<file path="src/verilog/ecc_map.vh">
`ifndef ECC_MAP_VH
`define ECC_MAP_VH
// ************************************************************
// timing of the generated serial clocks
// ************************************************************
`define ECC_BIT_DIV       75
`define ECC_BIT_HIGH      37
`define ECC_FRAME_DIV     2400
`define ECC_WORD_BITS     8
// ************************************************************
// register offsets
// ************************************************************
`define ECC_REG_CTRL      4'h0
`define ECC_REG_STATUS    4'h1
`define ECC_REG_LAST      4'h2
// ************************************************************
// field positions and codes
// ************************************************************
`define ECC_CTRL_EXT_BIT  0
`define ECC_ST_CLIP_BIT   0
`define ECC_ST_THRU_BIT   1
`define ECC_ST_HDIS_BIT   2
`define ECC_ST_OVR_BIT    3
`define ECC_ST_HACT_BIT   4
`define ECC_MIN_POS_CODE  8'hFF
`define ECC_MIN_NEG_CODE  8'h7F
`define ECC_CLIP_MAG      7'h0F
`endif

</file>
<file path="src/verilog/ecc_ctrl.v">
// Implementation choices: the plain strobed port and the register addresses.
`timescale 1ns/1ps
`include "ecc_map.vh"

module ecc_ctrl #(
  parameter BIT_DIV   = `ECC_BIT_DIV,
  parameter BIT_HIGH  = `ECC_BIT_HIGH,
  parameter FRAME_DIV = `ECC_FRAME_DIV
) (
  input  wire       sys_clk,              // basic clock
  input  wire       nrst,                 // async reset, active low
  input  wire [3:0] addr,                 // register address
  input  wire [7:0] wr_data,              // register write data
  input  wire       wr_en,                // write strobe
  input  wire       rd_en,                // read strobe
  output reg  [7:0] rd_data_q,            // read data, cycle after rd_en
  input  wire       center_clip_enable,   // async control pin
  input  wire       through_mode_select,  // async control pin
  input  wire       howl_detect_disable,  // async control pin
  input  wire       latch_strobe_n,       // control latch strobe, active low
  input  wire       ext_bit_clock,        // external bit clock
  input  wire       ext_frame_sync,       // external frame sync
  input  wire       send_input,           // serial pcm in
  output reg        send_output_q,        // serial pcm out
  output reg        send_output_oe_q,     // high while send_output drives
  output reg        bit_clock_output_q,   // 256 kHz bit clock
  output reg        frame_sync_output_q,  // 8 kHz frame sync
  output reg        howl_detect_active_q, // enables the howling detector
  output wire       master_clock_output   // buffered basic clock
);

  // ************************************************************
  // synchronisers
  // ************************************************************
  reg [1:0] ctl_clip_s, ctl_thru_s, ctl_hdis_s, ctl_stb_s;
  reg [1:0] bclk_s, fsync_s, sin_s;
  reg       stb_prev_q, bclk_prev_q;

  // every pin here is asynchronous to the basic clock, so each one passes
  // two flops first; this costs two cycles of latency, which is tiny beside
  // a bit time, and keeps metastability out of the edge detectors below
  // two flops per pin; only the second stage is read
  always @(posedge sys_clk or negedge nrst) begin
    if (!nrst) begin
      ctl_clip_s  <= 2'h0;
      ctl_thru_s  <= 2'h0;
      ctl_hdis_s  <= 2'h0;
      ctl_stb_s   <= 2'h3;
      bclk_s      <= 2'h0;
      fsync_s     <= 2'h0;
      sin_s       <= 2'h0;
      stb_prev_q  <= 1'b1;
      bclk_prev_q <= 1'b0;
    end else begin
      ctl_clip_s  <= {ctl_clip_s[0], center_clip_enable};
      ctl_thru_s  <= {ctl_thru_s[0], through_mode_select};
      ctl_hdis_s  <= {ctl_hdis_s[0], howl_detect_disable};
      ctl_stb_s   <= {ctl_stb_s[0], latch_strobe_n};
      bclk_s      <= {bclk_s[0], ext_bit_clock};
      fsync_s     <= {fsync_s[0], ext_frame_sync};
      sin_s       <= {sin_s[0], send_input};
      stb_prev_q  <= ctl_stb_s[1];
      bclk_prev_q <= bclk_s[1];
    end
  end

  // ************************************************************
  // control latch
  // ************************************************************
  reg  clip_q, thru_q, hdis_q;
  wire stb_fall = stb_prev_q & ~ctl_stb_s[1];

  // the strobe edge is found on the synchronised copy, so the captured pin
  // values are the ones seen two cycles after the pins themselves; a pin
  // that moves in the same cycle as the strobe may land either way
  // pins may move at any time; the block only ever sees the captured copy
  always @(posedge sys_clk or negedge nrst) begin
    if (!nrst) begin
      clip_q               <= 1'b0;
      thru_q               <= 1'b0;
      hdis_q               <= 1'b0;
      howl_detect_active_q <= 1'b1;
    end else if (stb_fall) begin
      clip_q               <= ctl_clip_s[1];
      thru_q               <= ctl_thru_s[1];
      hdis_q               <= ctl_hdis_s[1];
      howl_detect_active_q <= ~ctl_hdis_s[1];
    end
  end

  // ************************************************************
  // clock generation
  // ************************************************************
  reg [6:0]  bit_cnt_q;
  reg [11:0] frm_cnt_q;

  // the bit clock is high for BIT_HIGH counts of BIT_DIV, so at an odd
  // divisor the low phase is one basic clock longer than the high phase;
  // the frame divider must be a whole multiple of the bit divider, or the
  // sync pulse would drift against the bit clock from frame to frame
  // both dividers restart together so sync lines up with bit clock edges
  always @(posedge sys_clk or negedge nrst) begin
    if (!nrst) begin
      bit_cnt_q           <= 7'h00;
      frm_cnt_q           <= 12'h000;
      bit_clock_output_q  <= 1'b0;
      frame_sync_output_q <= 1'b0;
    end else begin
      bit_cnt_q <= (bit_cnt_q == BIT_DIV - 1) ? 7'h00 : bit_cnt_q + 7'h01;
      frm_cnt_q <= (frm_cnt_q == FRAME_DIV - 1) ? 12'h000 : frm_cnt_q + 12'h001;
      bit_clock_output_q  <= (bit_cnt_q < BIT_HIGH);
      frame_sync_output_q <= (frm_cnt_q < BIT_DIV);
    end
  end

  // cascaded chips take their clock from here, so only one oscillator is needed
  // the basic clock cannot pass a flop and stay the basic clock
  assign master_clock_output = sys_clk;

  // ************************************************************
  // timing source select
  // ************************************************************
  reg  ext_sel_q;
  wire int_rise = (bit_cnt_q == 7'h00);
  wire int_fall = (bit_cnt_q == BIT_HIGH);
  wire ext_rise = bclk_s[1] & ~bclk_prev_q;
  wire ext_fall = ~bclk_s[1] & bclk_prev_q;
  // internal edges come straight from the divider count; external ones come
  // from the synchronised link clock, so they trail the pin by two cycles
  // external timing is for slower basic clocks, where the divided rates drift
  wire launch   = ext_sel_q ? ext_rise : int_rise;
  wire sample   = ext_sel_q ? ext_fall : int_fall;
  wire sync_lvl = ext_sel_q ? fsync_s[1] : (frm_cnt_q < BIT_DIV);

  // ************************************************************
  // receive and word processing
  // ************************************************************
  reg  [7:0] rx_sh_q;
  reg  [3:0] rx_cnt_q;
  reg        word_vld_q;
  reg  [7:0] word_q;
  wire [7:0] rx_word = {rx_sh_q[6:0], sin_s[1]};

  // through mode hands the word on untouched, negative zero included; in
  // normal mode with center clip latched on a quiet word is clipped to the smallest positive code and
  // negative zero is folded onto positive zero
  function [7:0] ecc_process;
    input [7:0] w;
    input       thru;
    input       clip;
    begin
      if (thru)
        ecc_process = w;
      else if (clip && (~w[6:0] < `ECC_CLIP_MAG))
        ecc_process = `ECC_MIN_POS_CODE;
      else if (w == `ECC_MIN_NEG_CODE)
        ecc_process = `ECC_MIN_POS_CODE;
      else
        ecc_process = w;
    end
  endfunction

  // a word cut short by a new sync is thrown away and restarted, so a
  // glitch on the sync line costs one word rather than shifting all later ones
  // sync high at a sample edge marks the first bit of a word
  always @(posedge sys_clk or negedge nrst) begin
    if (!nrst) begin
      rx_sh_q    <= 8'h00;
      rx_cnt_q   <= 4'h0;
      word_vld_q <= 1'b0;
      word_q     <= 8'h00;
    end else begin
      word_vld_q <= 1'b0;
      if (sample) begin
        if (sync_lvl) begin
          rx_sh_q  <= {7'h00, sin_s[1]};
          rx_cnt_q <= 4'h1;
        end else if (rx_cnt_q != 4'h0 && rx_cnt_q < `ECC_WORD_BITS) begin
          rx_sh_q  <= rx_word;
          rx_cnt_q <= rx_cnt_q + 4'h1;
          if (rx_cnt_q == `ECC_WORD_BITS - 1) begin
            word_q     <= ecc_process(rx_word, thru_q, clip_q);
            word_vld_q <= 1'b1;
          end
        end
      end
    end
  end

  // ************************************************************
  // two-entry buffer
  // ************************************************************
  reg  [7:0] buf_mem [0:1];
  reg        buf_wp_q, buf_rp_q;
  reg  [1:0] buf_cnt_q;
  reg        ovr_q;
  wire       buf_in_rdy  = (buf_cnt_q != 2'h2);
  wire       buf_out_vld = (buf_cnt_q != 2'h0);
  wire       tx_start;
  wire       buf_push    = word_vld_q & buf_in_rdy;
  wire       buf_pop     = tx_start & buf_out_vld;
  wire       ovr_clr     = wr_en && addr == `ECC_REG_STATUS && wr_data[`ECC_ST_OVR_BIT];

  // two entries let a finished word wait while the previous one is still
  // being shifted out; with one word in and one out per frame it never
  // fills, so the overrun flag points at a timing fault on the link
  // a word that finds the buffer full is counted as overrun; set wins over clear
  always @(posedge sys_clk or negedge nrst) begin
    if (!nrst) begin
      buf_wp_q   <= 1'b0;
      buf_rp_q   <= 1'b0;
      buf_cnt_q  <= 2'h0;
      ovr_q      <= 1'b0;
      buf_mem[0] <= 8'h00;
      buf_mem[1] <= 8'h00;
    end else begin
      if (buf_push) begin
        buf_mem[buf_wp_q] <= word_q;
        buf_wp_q          <= ~buf_wp_q;
      end
      if (buf_pop)
        buf_rp_q <= ~buf_rp_q;
      buf_cnt_q <= buf_cnt_q + {1'b0, buf_push} - {1'b0, buf_pop};
      if (word_vld_q && !buf_in_rdy)
        ovr_q <= 1'b1;
      else if (ovr_clr)
        ovr_q <= 1'b0;
    end
  end

  // ************************************************************
  // transmit
  // ************************************************************
  reg  [7:0] tx_sh_q;
  reg  [3:0] tx_cnt_q;
  // serializer takes a word only when idle at the start of a frame
  assign tx_start = launch & sync_lvl & (tx_cnt_q == 4'h0);

  // msb goes out with the load, the other seven on the next launch edges;
  // the enable drops at the ninth launch edge, so the line is released
  // for the rest of the frame and a partner may share the time slots
  always @(posedge sys_clk or negedge nrst) begin
    if (!nrst) begin
      tx_sh_q          <= 8'h00;
      tx_cnt_q         <= 4'h0;
      send_output_q    <= 1'b0;
      send_output_oe_q <= 1'b0;
    end else if (buf_pop) begin
      tx_sh_q          <= {buf_mem[buf_rp_q][6:0], 1'b0};
      send_output_q    <= buf_mem[buf_rp_q][7];
      send_output_oe_q <= 1'b1;
      tx_cnt_q         <= 4'h1;
    end else if (launch && tx_cnt_q != 4'h0) begin
      if (tx_cnt_q == `ECC_WORD_BITS) begin
        tx_cnt_q         <= 4'h0;
        send_output_oe_q <= 1'b0;
        send_output_q    <= 1'b0;
      end else begin
        send_output_q <= tx_sh_q[7];
        tx_sh_q       <= {tx_sh_q[6:0], 1'b0};
        tx_cnt_q      <= tx_cnt_q + 4'h1;
      end
    end
  end

  // ************************************************************
  // register port
  // ************************************************************
  // timing source select; switching it in mid frame may spoil one word
  // in each direction, so software should change it while the link is quiet
  always @(posedge sys_clk or negedge nrst) begin
    if (!nrst)
      ext_sel_q <= 1'b0;
    else if (wr_en && addr == `ECC_REG_CTRL)
      ext_sel_q <= wr_data[`ECC_CTRL_EXT_BIT];
  end

  // read data are registered, so they stand in the cycle after the strobe
  // and hold until the next read; there is never a wait state
  // unmapped addresses read as zero
  always @(posedge sys_clk or negedge nrst) begin
    if (!nrst)
      rd_data_q <= 8'h00;
    else if (rd_en) begin
      case (addr)
        `ECC_REG_CTRL:   rd_data_q <= {7'h00, ext_sel_q};
        `ECC_REG_STATUS: rd_data_q <= {3'h0, howl_detect_active_q, ovr_q, hdis_q, thru_q, clip_q};
        `ECC_REG_LAST:   rd_data_q <= word_q;
        default:         rd_data_q <= 8'h00;
      endcase
    end
  end

endmodule

</file>
<file path="config.mk">
export PLATFORM = sky130hd
export DESIGN_NAME = ecc_ctrl
export DESIGN_NICKNAME = d
export VERILOG_FILES = /design/src/verilog/ecc_ctrl.v
export VERILOG_INCLUDE_DIRS = /design/src /design/src/verilog
export SDC_FILE = /design/constraint.sdc
export NUM_CORES = 1
export LEC_CHECK = 0
export BUFFER_PORTS_ARGS = -buffer_cell sky130_fd_sc_hd__buf_2
export CORE_ASPECT_RATIO = 0.75
export CORE_MARGIN = 4
export CORE_UTILIZATION = 37
export DETAILED_ROUTE_END_ITERATION = 10
export PLACE_DENSITY_LB_ADDON = 0.3
export SLEW_MARGIN = 20
export SYNTH_ARGS = -nofsm -noshare
export SYNTH_HDL_FRONTEND = slang
export SYNTH_SLANG_ARGS = --single-unit
</file>
<file path="constraint.sdc">
create_clock -name sys_clk -period 5.5 [get_ports sys_clk]
set_clock_uncertainty 0.2 [all_clocks]
set_input_delay 0.825 -clock sys_clk [delete_from_list [all_inputs] [get_ports sys_clk]]
set_output_delay 0.825 -clock sys_clk [all_outputs]
set_load 0.05 [all_outputs]
</file>
==> out/qor.txt, run 1 <==
RSZ-0062 raised after global routing -> no
# Max-Cap Violations -> 0
Post-CTS Setup Repair Bufs -> 0
Sw Ratio -> 24.6%
area of the multi-input gates -> 1810 µm²
Cell variety after synth -> 53
Int Pwr -> 1.34 mW
cell depth of the worst flop-to-flop path -> 8
critical path arrival -> 3.20 ns
CP Launch Type -> clock port
register area -> 2610 µm²
EDFF count, synth -> 0
Comb power frac -> 6.7%
setup TNS -> 0 ns
starting density of the core -> 38.5%
critical path type -> clk2out
Post-CTS Hold Fix Bufs -> 0
Reg2Reg Launch Point -> ext_sel_q$_DFFE_PN0P_
synthesized cell area -> 4550 µm²
Top Ports -> 37
cell leakage power -> 2.45 nW
Final WS setup -> 1.28 ns
Fin. Hold Viols -> 0
Yosys warning count -> 0
Total Wirelength -> 8490 µm
Placed Instance Area -> 4860 µm²
IO Port Bufs -> 30
worst skew pair latency -> 0.46 ns
aggregate global-route resource usage -> 12.9%
worst slew pin tran -> 0.756 ns
flop-to-flop setup slack -> 2.69 ns
run status -> completed
setup violators final -> 0
CTS-repair resized insts -> 0
vias in the first global route -> 2874
n_diodes -> 0
first-pass GRT wire length -> 14300 µm
Nets -> 454
Design Power -> 1.78 mW
clock slew at reported path FFs -> 0.07 ns
Post-Layout Inst Area -> 5260 µm²
P per Cell Area -> 339 nW/µm²
most common flop cell mapped by yosys -> dfrtp_1
Syn Nets -> 419
Clk pwr share -> 47.0%
area grow syn2layout -> 15.7%
slew margin rel. -> 49.1%
Worst Hold Class -> in2async
Setup crit end kind -> output pin
Sw Pwr -> 0.439 mW
crit path max fanout -> 2
syn avg cell area -> 11.8 µm²
die area -> 14200 µm²
largest net degree at the start of global routing -> 62
FILL cells -> 1127
Via density -> 4.95
DR DRC count -> 0
die width -> 136 µm
CP endpoint -> master_clock_output
sequential share of power -> 46.3%
register area share after synthesis -> 57.3%
initial antenna violation count -> 0
ANT nets after route -> 0
Core Area -> 11800 µm²
grt ovf -> 0
row count -> 34
FF-to-FF End -> buf_cnt_q[1]$_DFF_PN0_
Final Util -> 44.5%
GP Congestion -> 0.776
average wire per standard cell -> 14.4 µm
worst vdd ir -> 0.239 mV
Async SR Flop Fraction -> 100%
layout cells sized above 1 -> 21.4%
CTS tree -> built
CP required -> 4.47 ns
Detailed Routing Iterations Pass 1 -> 4
DR iter-0 viols -> 214
register bit total from synthesis -> 104
pre-CTS setup slack -> 1.54 ns
worst setup path start -> sys_clk
Die Y-Extent -> 104 µm
Pins Over Slew Limit -> 0
detailed placer's ending HPWL -> 5900 µm
Mapped Cells -> 386
routed vias -> 2911
==> metrics by stage <==
step / hold WS, ns / std cells
floorplan: 0.131 / 386
global placement: 0.134 / 569
detailed placement: 0.135 / 569
CTS: 0.152 / 588
global route: 0.158 / 588
finish: 0.141 / 588
==> cells in the final DEF (no fill, tap or decap), types with 2 or more instances in the layout <==
master	n
o21a_1	2
nor3_1	4
o21ai_0	14
a22o_1	9
inv_1	22
and3_1	7
o22ai_1	5
xor2_1	8
buf_2	29
nor2_1	38
mux2_2	28
o21ai_1	2
dfstp_2	4
and2_1	8
nand2_1	18
nand3_1	13
nor3b_1	2
nand2b_1	2
a22oi_1	4
clkinvlp_4	2
nor2b_1	8
buf_4	2
inv_6	3
nand4_1	6
a221o_1	7
mux2i_1	12
dfrtp_1	100
bufinv_16	2
xnor2_1	9
a21oi_1	12
ha_1	10
clkbuf_16	12
==> logic make-up after synthesis <==
| kind of cell | after synthesis | share of synthesized area (%) |
|---|---|---|
| AOI/OAI and AO/OA | 65 | 10.3 |
| muxes | 40 | 9.57 |
| buffers and inverters | 33 | 3.00 |
| and+or+nand+nor | 117 | 13.8 |
| xor gates and xnor gates | 17 | 3.27 |
| DFF | 104 | 57.3 |
| adders and majority gates | 10 | 2.75 |
==> flip-flops by register name, summed over array words and instances, names as in the netlist, 2 cells and up <==
register,cells
buf_mem,16
ctl_hdis_s,2
tx_sh_q,7
fsync_s,2
tx_cnt_q,4
ctl_thru_s,2
bit_cnt_q,7
bclk_s,2
frm_cnt_q,12
rx_cnt_q,4
word_q,8
ctl_stb_s,2
sin_s,2
rx_sh_q,7
ctl_clip_s,2
buf_cnt_q,2
rd_data_q,8
==> worst max-delay path, stage by stage <==
cell       delay, ns
clkbuf_16       0.12
clkbuf_16       0.13
buf_2           0.20
==> worst min-delay path by stage <==
stage          cells after the start                    start                 endpoint  slack [ns]
5_1_grt                            0  ctl_thru_s[0]$_DFF_PN0_  ctl_thru_s[1]$_DFF_PN0_        0.16
3_5_place_dp                       0  ctl_thru_s[0]$_DFF_PN0_  ctl_thru_s[1]$_DFF_PN0_        0.13
4_1_cts                            0  ctl_thru_s[0]$_DFF_PN0_  ctl_thru_s[1]$_DFF_PN0_        0.15
2_1_floorplan                      0      bclk_s[0]$_DFF_PN0_      bclk_s[1]$_DFF_PN0_        0.13
6_report                           1                     nrst   bit_cnt_q[5]$_DFF_PN0_        0.14
3_3_place_gp                       0      bclk_s[0]$_DFF_PN0_      bclk_s[1]$_DFF_PN0_        0.13
==> layout make-up <==
cell class | instances | area share, %
tap | 162 | 3.85
sequential | 104 | 49.5
clock inverter | 7 | 1.93
timing repair buffer | 30 | 2.95
inverter | 23 | 1.64
multi-input combinational | 249 | 34.3
clock buffer | 13 | 5.80
==> metal layers <==
metal | part of all wire, % | wire, µm | track usage [%]
met5 | 0 | 0 | 0
met3 | 3.3 | 283 | 4.11
met4 | 1.6 | 133 | 5.25
met1 | 50 | 4220 | 18.6
met2 | 45 | 3850 | 17.8
==> Yosys cell counts (2+ instances only) <==
library cell / n / area (µm²)
dfstp_2: 4 / 105
nor2b_1: 8 / 50.1
and2_1: 8 / 50.1
a221o_1: 7 / 70.1
nand3_1: 13 / 65.1
xor2_1: 8 / 70.1
o21ai_0: 14 / 70.1
a22o_1: 9 / 78.8
clkbuf_1: 6 / 22.5
o21a_1: 2 / 15.0
nand2_1: 18 / 67.6
nand4_1: 6 / 37.5
inv_1: 22 / 82.6
nand2b_1: 2 / 12.5
and3_1: 7 / 43.8
a21oi_1: 12 / 60.1
nor3b_1: 2 / 15.0
mux2i_1: 12 / 120
dfrtp_1: 100 / 2500
o22ai_1: 5 / 31.3
mux2_2: 28 / 315
ha_1: 10 / 125
xnor2_1: 9 / 78.8
a22oi_1: 4 / 30.0
o21ai_1: 2 / 10.0
nor2_1: 38 / 143
nor3_1: 4 / 20.0
==> power by group through the flow <==
stage | clock network (mW) | logic [mW] | registers [mW]
global route | 0.891 | 0.134 | 0.830
CTS | 0.863 | 0.121 | 0.826
floorplan | 0.0392 | 0.0721 | 0.840
global placement | 0.0347 | 0.116 | 0.840
finish | 0.838 | 0.119 | 0.826
detailed placement | 0.0347 | 0.121 | 0.841
No activity file was read; power rests on OpenSTA's default activity.
==> run 2, diff against run 1 <==
Settings changed: ABC_AREA set to 1.
Clock period 5.5 ns to 3.7 ns, I/O delays scaled along.
==> run 2 against run 1 <==
Compared with the run above: worst hold slack is essentially flat; largest cell class unchanged; sequential share of layout area shrank 0.94 points; clock power grew 35%; power grew 56%; cell count grew 22%; via count grew 15%; worst setup slack lost 0.63 ns; largest power group is now registers.
==> out/qor.txt, run 2 <==
IO Port Bufs -> 30 (unchanged)
Reg2Reg Launch Point -> bit_cnt_q[0]$_DFF_PN0_
post-synthesis mux area share -> 1.47% (-8.1 points)
Setup crit end kind -> output pin
n_diodes -> 0 (unchanged)
compound-cell area share of the yosys netlist -> 8.34% (-1.9 points)
simple-gate share of the synthesized area -> 21.9% (+8.0 points)
Final Util -> 45.2% (+0.69 points)
CP Launch Type -> clock port
Int Pwr -> 1.96 mW (+46%)
DR DRC count -> 0 (unchanged)
die width -> 137 µm (+0.44%)
detailed placer's ending HPWL -> 6190 µm (+4.8%)
layout cells sized above 1 -> 13.4% (-7.9 points)
Cell variety after synth -> 38 (-28%)
Design Power -> 2.78 mW (+56%)
biggest registers after layout -> buf_mem x16, frm_cnt_q x12
average wire per standard cell -> 12.2 µm (-16%)
most frequent cell after synthesis -> nand2_1
Fin. Hold Viols -> 0 (unchanged)
most frequent cells in the layout -> 132 x nand2_1, 100 x dfrtp_1, 63 x inv_1
CP required -> 2.94 ns (-1.53 ns)
EDFF count, synth -> 0 (unchanged)
Worst Hold Class -> in2reg
crit-path cells -> clkbuf_16 > clkbuf_16 > buf_2
met3 Use GR -> 4.16% (+0.048 points)
syn avg cell area -> 9.06 µm² (-23%)
Async SR Flop Fraction -> 100% (unchanged)
register area share after synthesis -> 56.8% (-0.53 points)
Die Y-Extent -> 104 µm (+0.43%)
slowest stage cell, crit path -> buf_2
Nets -> 586 (+29%)
row count -> 34 (unchanged)
setup TNS -> 0 ns (unchanged)
GR met2 Demand/Resource -> 20.9% (+3.1 points)
clock slew at reported path FFs -> 0.07 ns (about the same)
FILL cells -> 1148 (+1.9%)
Hold Crit Depth -> 3
sequential share of power -> 46.7% (+0.4 points)
Post-Layout Inst Area -> 5370 µm² (+1.9%)
Commonest cells post-synth -> 132 x nand2_1, 100 x dfrtp_1, 63 x inv_1, 49 x o21ai_0, 40 x nor2_1
HP Start -> wr_data[0]
Syn Nets -> 540 (+29%)
commonest non-fill, non-tap cell in the layout -> nand2_1
critical path type -> clk2out
Biggest register -> buf_mem
largest area contributor in the netlist -> dfrtp_1
most frequent CP cell -> clkbuf_16
setup violators final -> 0 (unchanged)
GP Congestion -> 0.867 (+12%)
Yosys warning count -> 0 (unchanged)
Via density -> 4.66 (-5.9%)
Mapped Cells -> 507 (+31%)
# Max-Cap Violations -> 0 (unchanged)
FF-to-FF End -> buf_cnt_q[1]$_DFF_PN0_
RSZ-0062 raised after global routing -> no
Post-CTS Setup Repair Bufs -> 0 (unchanged)
final hold slack -> 0.141 ns (+0.0000510 ns)
Core Area -> 11900 µm² (+0.36%)
met1 Usage GRT -> 17.5% (-1.1 points)
Final WS setup -> 0.649 ns (-0.630 ns)
worst slew pin tran -> 0.721 ns (-0.0354 ns)
Synth Area in Adders -> 2.72% (-0.025 points)
DR iter-0 viols -> 230 (+7.5%)
Sw Pwr -> 0.826 mW (+88%)
number of flip-flops in the largest register -> 16 (unchanged)
CTS-repair resized insts -> 0 (unchanged)
starting density of the core -> 38.7% (+0.22 points)
Pins Over Slew Limit -> 0 (unchanged)
register bit total from synthesis -> 104 (unchanged)
area grow syn2layout -> 16.8%
Total Wirelength -> 8750 µm (+3.1%)
crit path max fanout -> 2 (unchanged)
first-pass GRT wire length -> 15200 µm (+6.4%)
worst vdd ir -> 0.489 mV (+100%)
Yosys top cell area share -> 54.5% (-0.51 points)
grt ovf -> 0 (unchanged)
combinational family with the most area after synthesis -> simple AND/OR/NAND/NOR gates
Placed Cells -> 693 (+22%)
GR peak layer -> met2
P per Cell Area -> 519 nW/µm² (+53%)
slowest stage delay, CP -> 0.20 ns (about the same)
cell depth of the worst flop-to-flop path -> 11 (+3)
Clk pwr share -> 40.6% (-6.4 points)
vias in the first global route -> 3297 (+15%)
pre-CTS setup slack -> 0.907 ns (-0.630 ns)
die area -> 14300 µm² (+0.87%)
Hold Path Sink -> ext_sel_q$_DFFE_PN0P_
Top Ports -> 37 (unchanged)
critical path arrival -> 2.30 ns (-0.90 ns)
ANT nets after route -> 0 (unchanged)
largest net degree at the start of global routing -> 80 (+29%)
cell leakage power -> 2.65 nW (+8.3%)
slew margin rel. -> 51.9% (+2.8 points)
synthesized cell area -> 4590 µm² (+0.94%)
routed vias -> 3355 (+15%)
aggregate global-route resource usage -> 13.4% (+0.51 points)
flop-to-flop setup slack -> 1.20 ns (-1.49 ns)
fin cells -> 720 (+22%)
Detailed Routing Iterations Pass 1 -> 4 (unchanged)
Comb power frac -> 12.7% (+6.0 points)
most common flop cell mapped by yosys -> dfrtp_1
initial antenna violation count -> 0 (unchanged)
CTS tree -> built
run status -> completed
Sw Ratio -> 29.7% (+5.0 points)
Synth Area in XOR/XNOR -> 2.48% (-0.79 points)
Placed Instance Area -> 4920 µm² (+1.2%)
worst skew pair latency -> 0.46 ns (about the same)
leading post-synthesis cells by cell area -> dfrtp_1 54%, nand2_1 11%, o21ai_0 5.3%
run 2: changes by cell type in the layout (fill, tap and decap cells not counted), sizes merged, moves of 8 or more:
cell,previous run,this run
a22o,9,0
dlygate4sd3,0,8
inv,26,67
mux2,28,6
mux2i,12,0
nand2,18,136
nand3,13,30
nor2b,8,0
nor3,5,14
o21ai,16,51
run 2: routing by layer:
metal	share of wire, %	up-vias
met5	0	-
met4	1.4	0
met3	3.5	14
met2	46	52
met1	49	1589
li1	-	1700
run 2: worst max-delay path, delay by kind of cell:
family,cells,cell delay [ns]
buffers and inverters,3,0.45
run 2: worst max-delay path by stage:
stage	startpoint	to	slack [ns]	cells past startpoint
floorplan	sys_clk	master_clock_output	0.93	1
global placement	sys_clk	master_clock_output	0.91	1
detailed placement	sys_clk	master_clock_output	0.91	1
CTS	sys_clk	master_clock_output	0.64	3
global route	sys_clk	master_clock_output	0.64	3
finish	sys_clk	master_clock_output	0.65	3
run 2: final cells by class:
type / count / area (µm²) / area share [%]
flip-flops and latches: 104 / 2610 / 48.6
multi-input cells: 330 / 1690 / 31.6
clock buffers: 13 / 305 / 5.69
repair buffers: 40 / 254 / 4.73
inverters: 64 / 240 / 4.48
well taps: 162 / 203 / 3.78
clock inverters: 7 / 61.3 / 1.14
run 2: repair_timing:
item                       CTS  global route
setup endpoints to repair    0             0
hold buffers                 7             1
hold endpoints to repair     7            18
run 2: cells by family (layout without fill, tap and decap cells):
logic type,Yosys count,after routing
XOR/XNOR,13,13
AND/OR/NAND/NOR,233,233
buffers and inverters,73,124
AO/OA/AOI/OAI,68,68
adder cells (fa/ha/maj),10,10
flip-flops,104,104
multiplexers,6,6
run 2: power groups by stage:
| stage | Clock [mW] | Sequential, mW | Combinational (mW) |
|---|---|---|---|
| 3_3_place_gp | 0.0516 | 1.32 | 0.337 |
| 6_report | 1.13 | 1.30 | 0.353 |
| 4_1_cts | 1.16 | 1.30 | 0.357 |
| 5_1_grt | 1.20 | 1.31 | 0.407 |
| 3_5_place_dp | 0.0516 | 1.32 | 0.350 |
| 2_1_floorplan | 0.0583 | 1.32 | 0.238 |
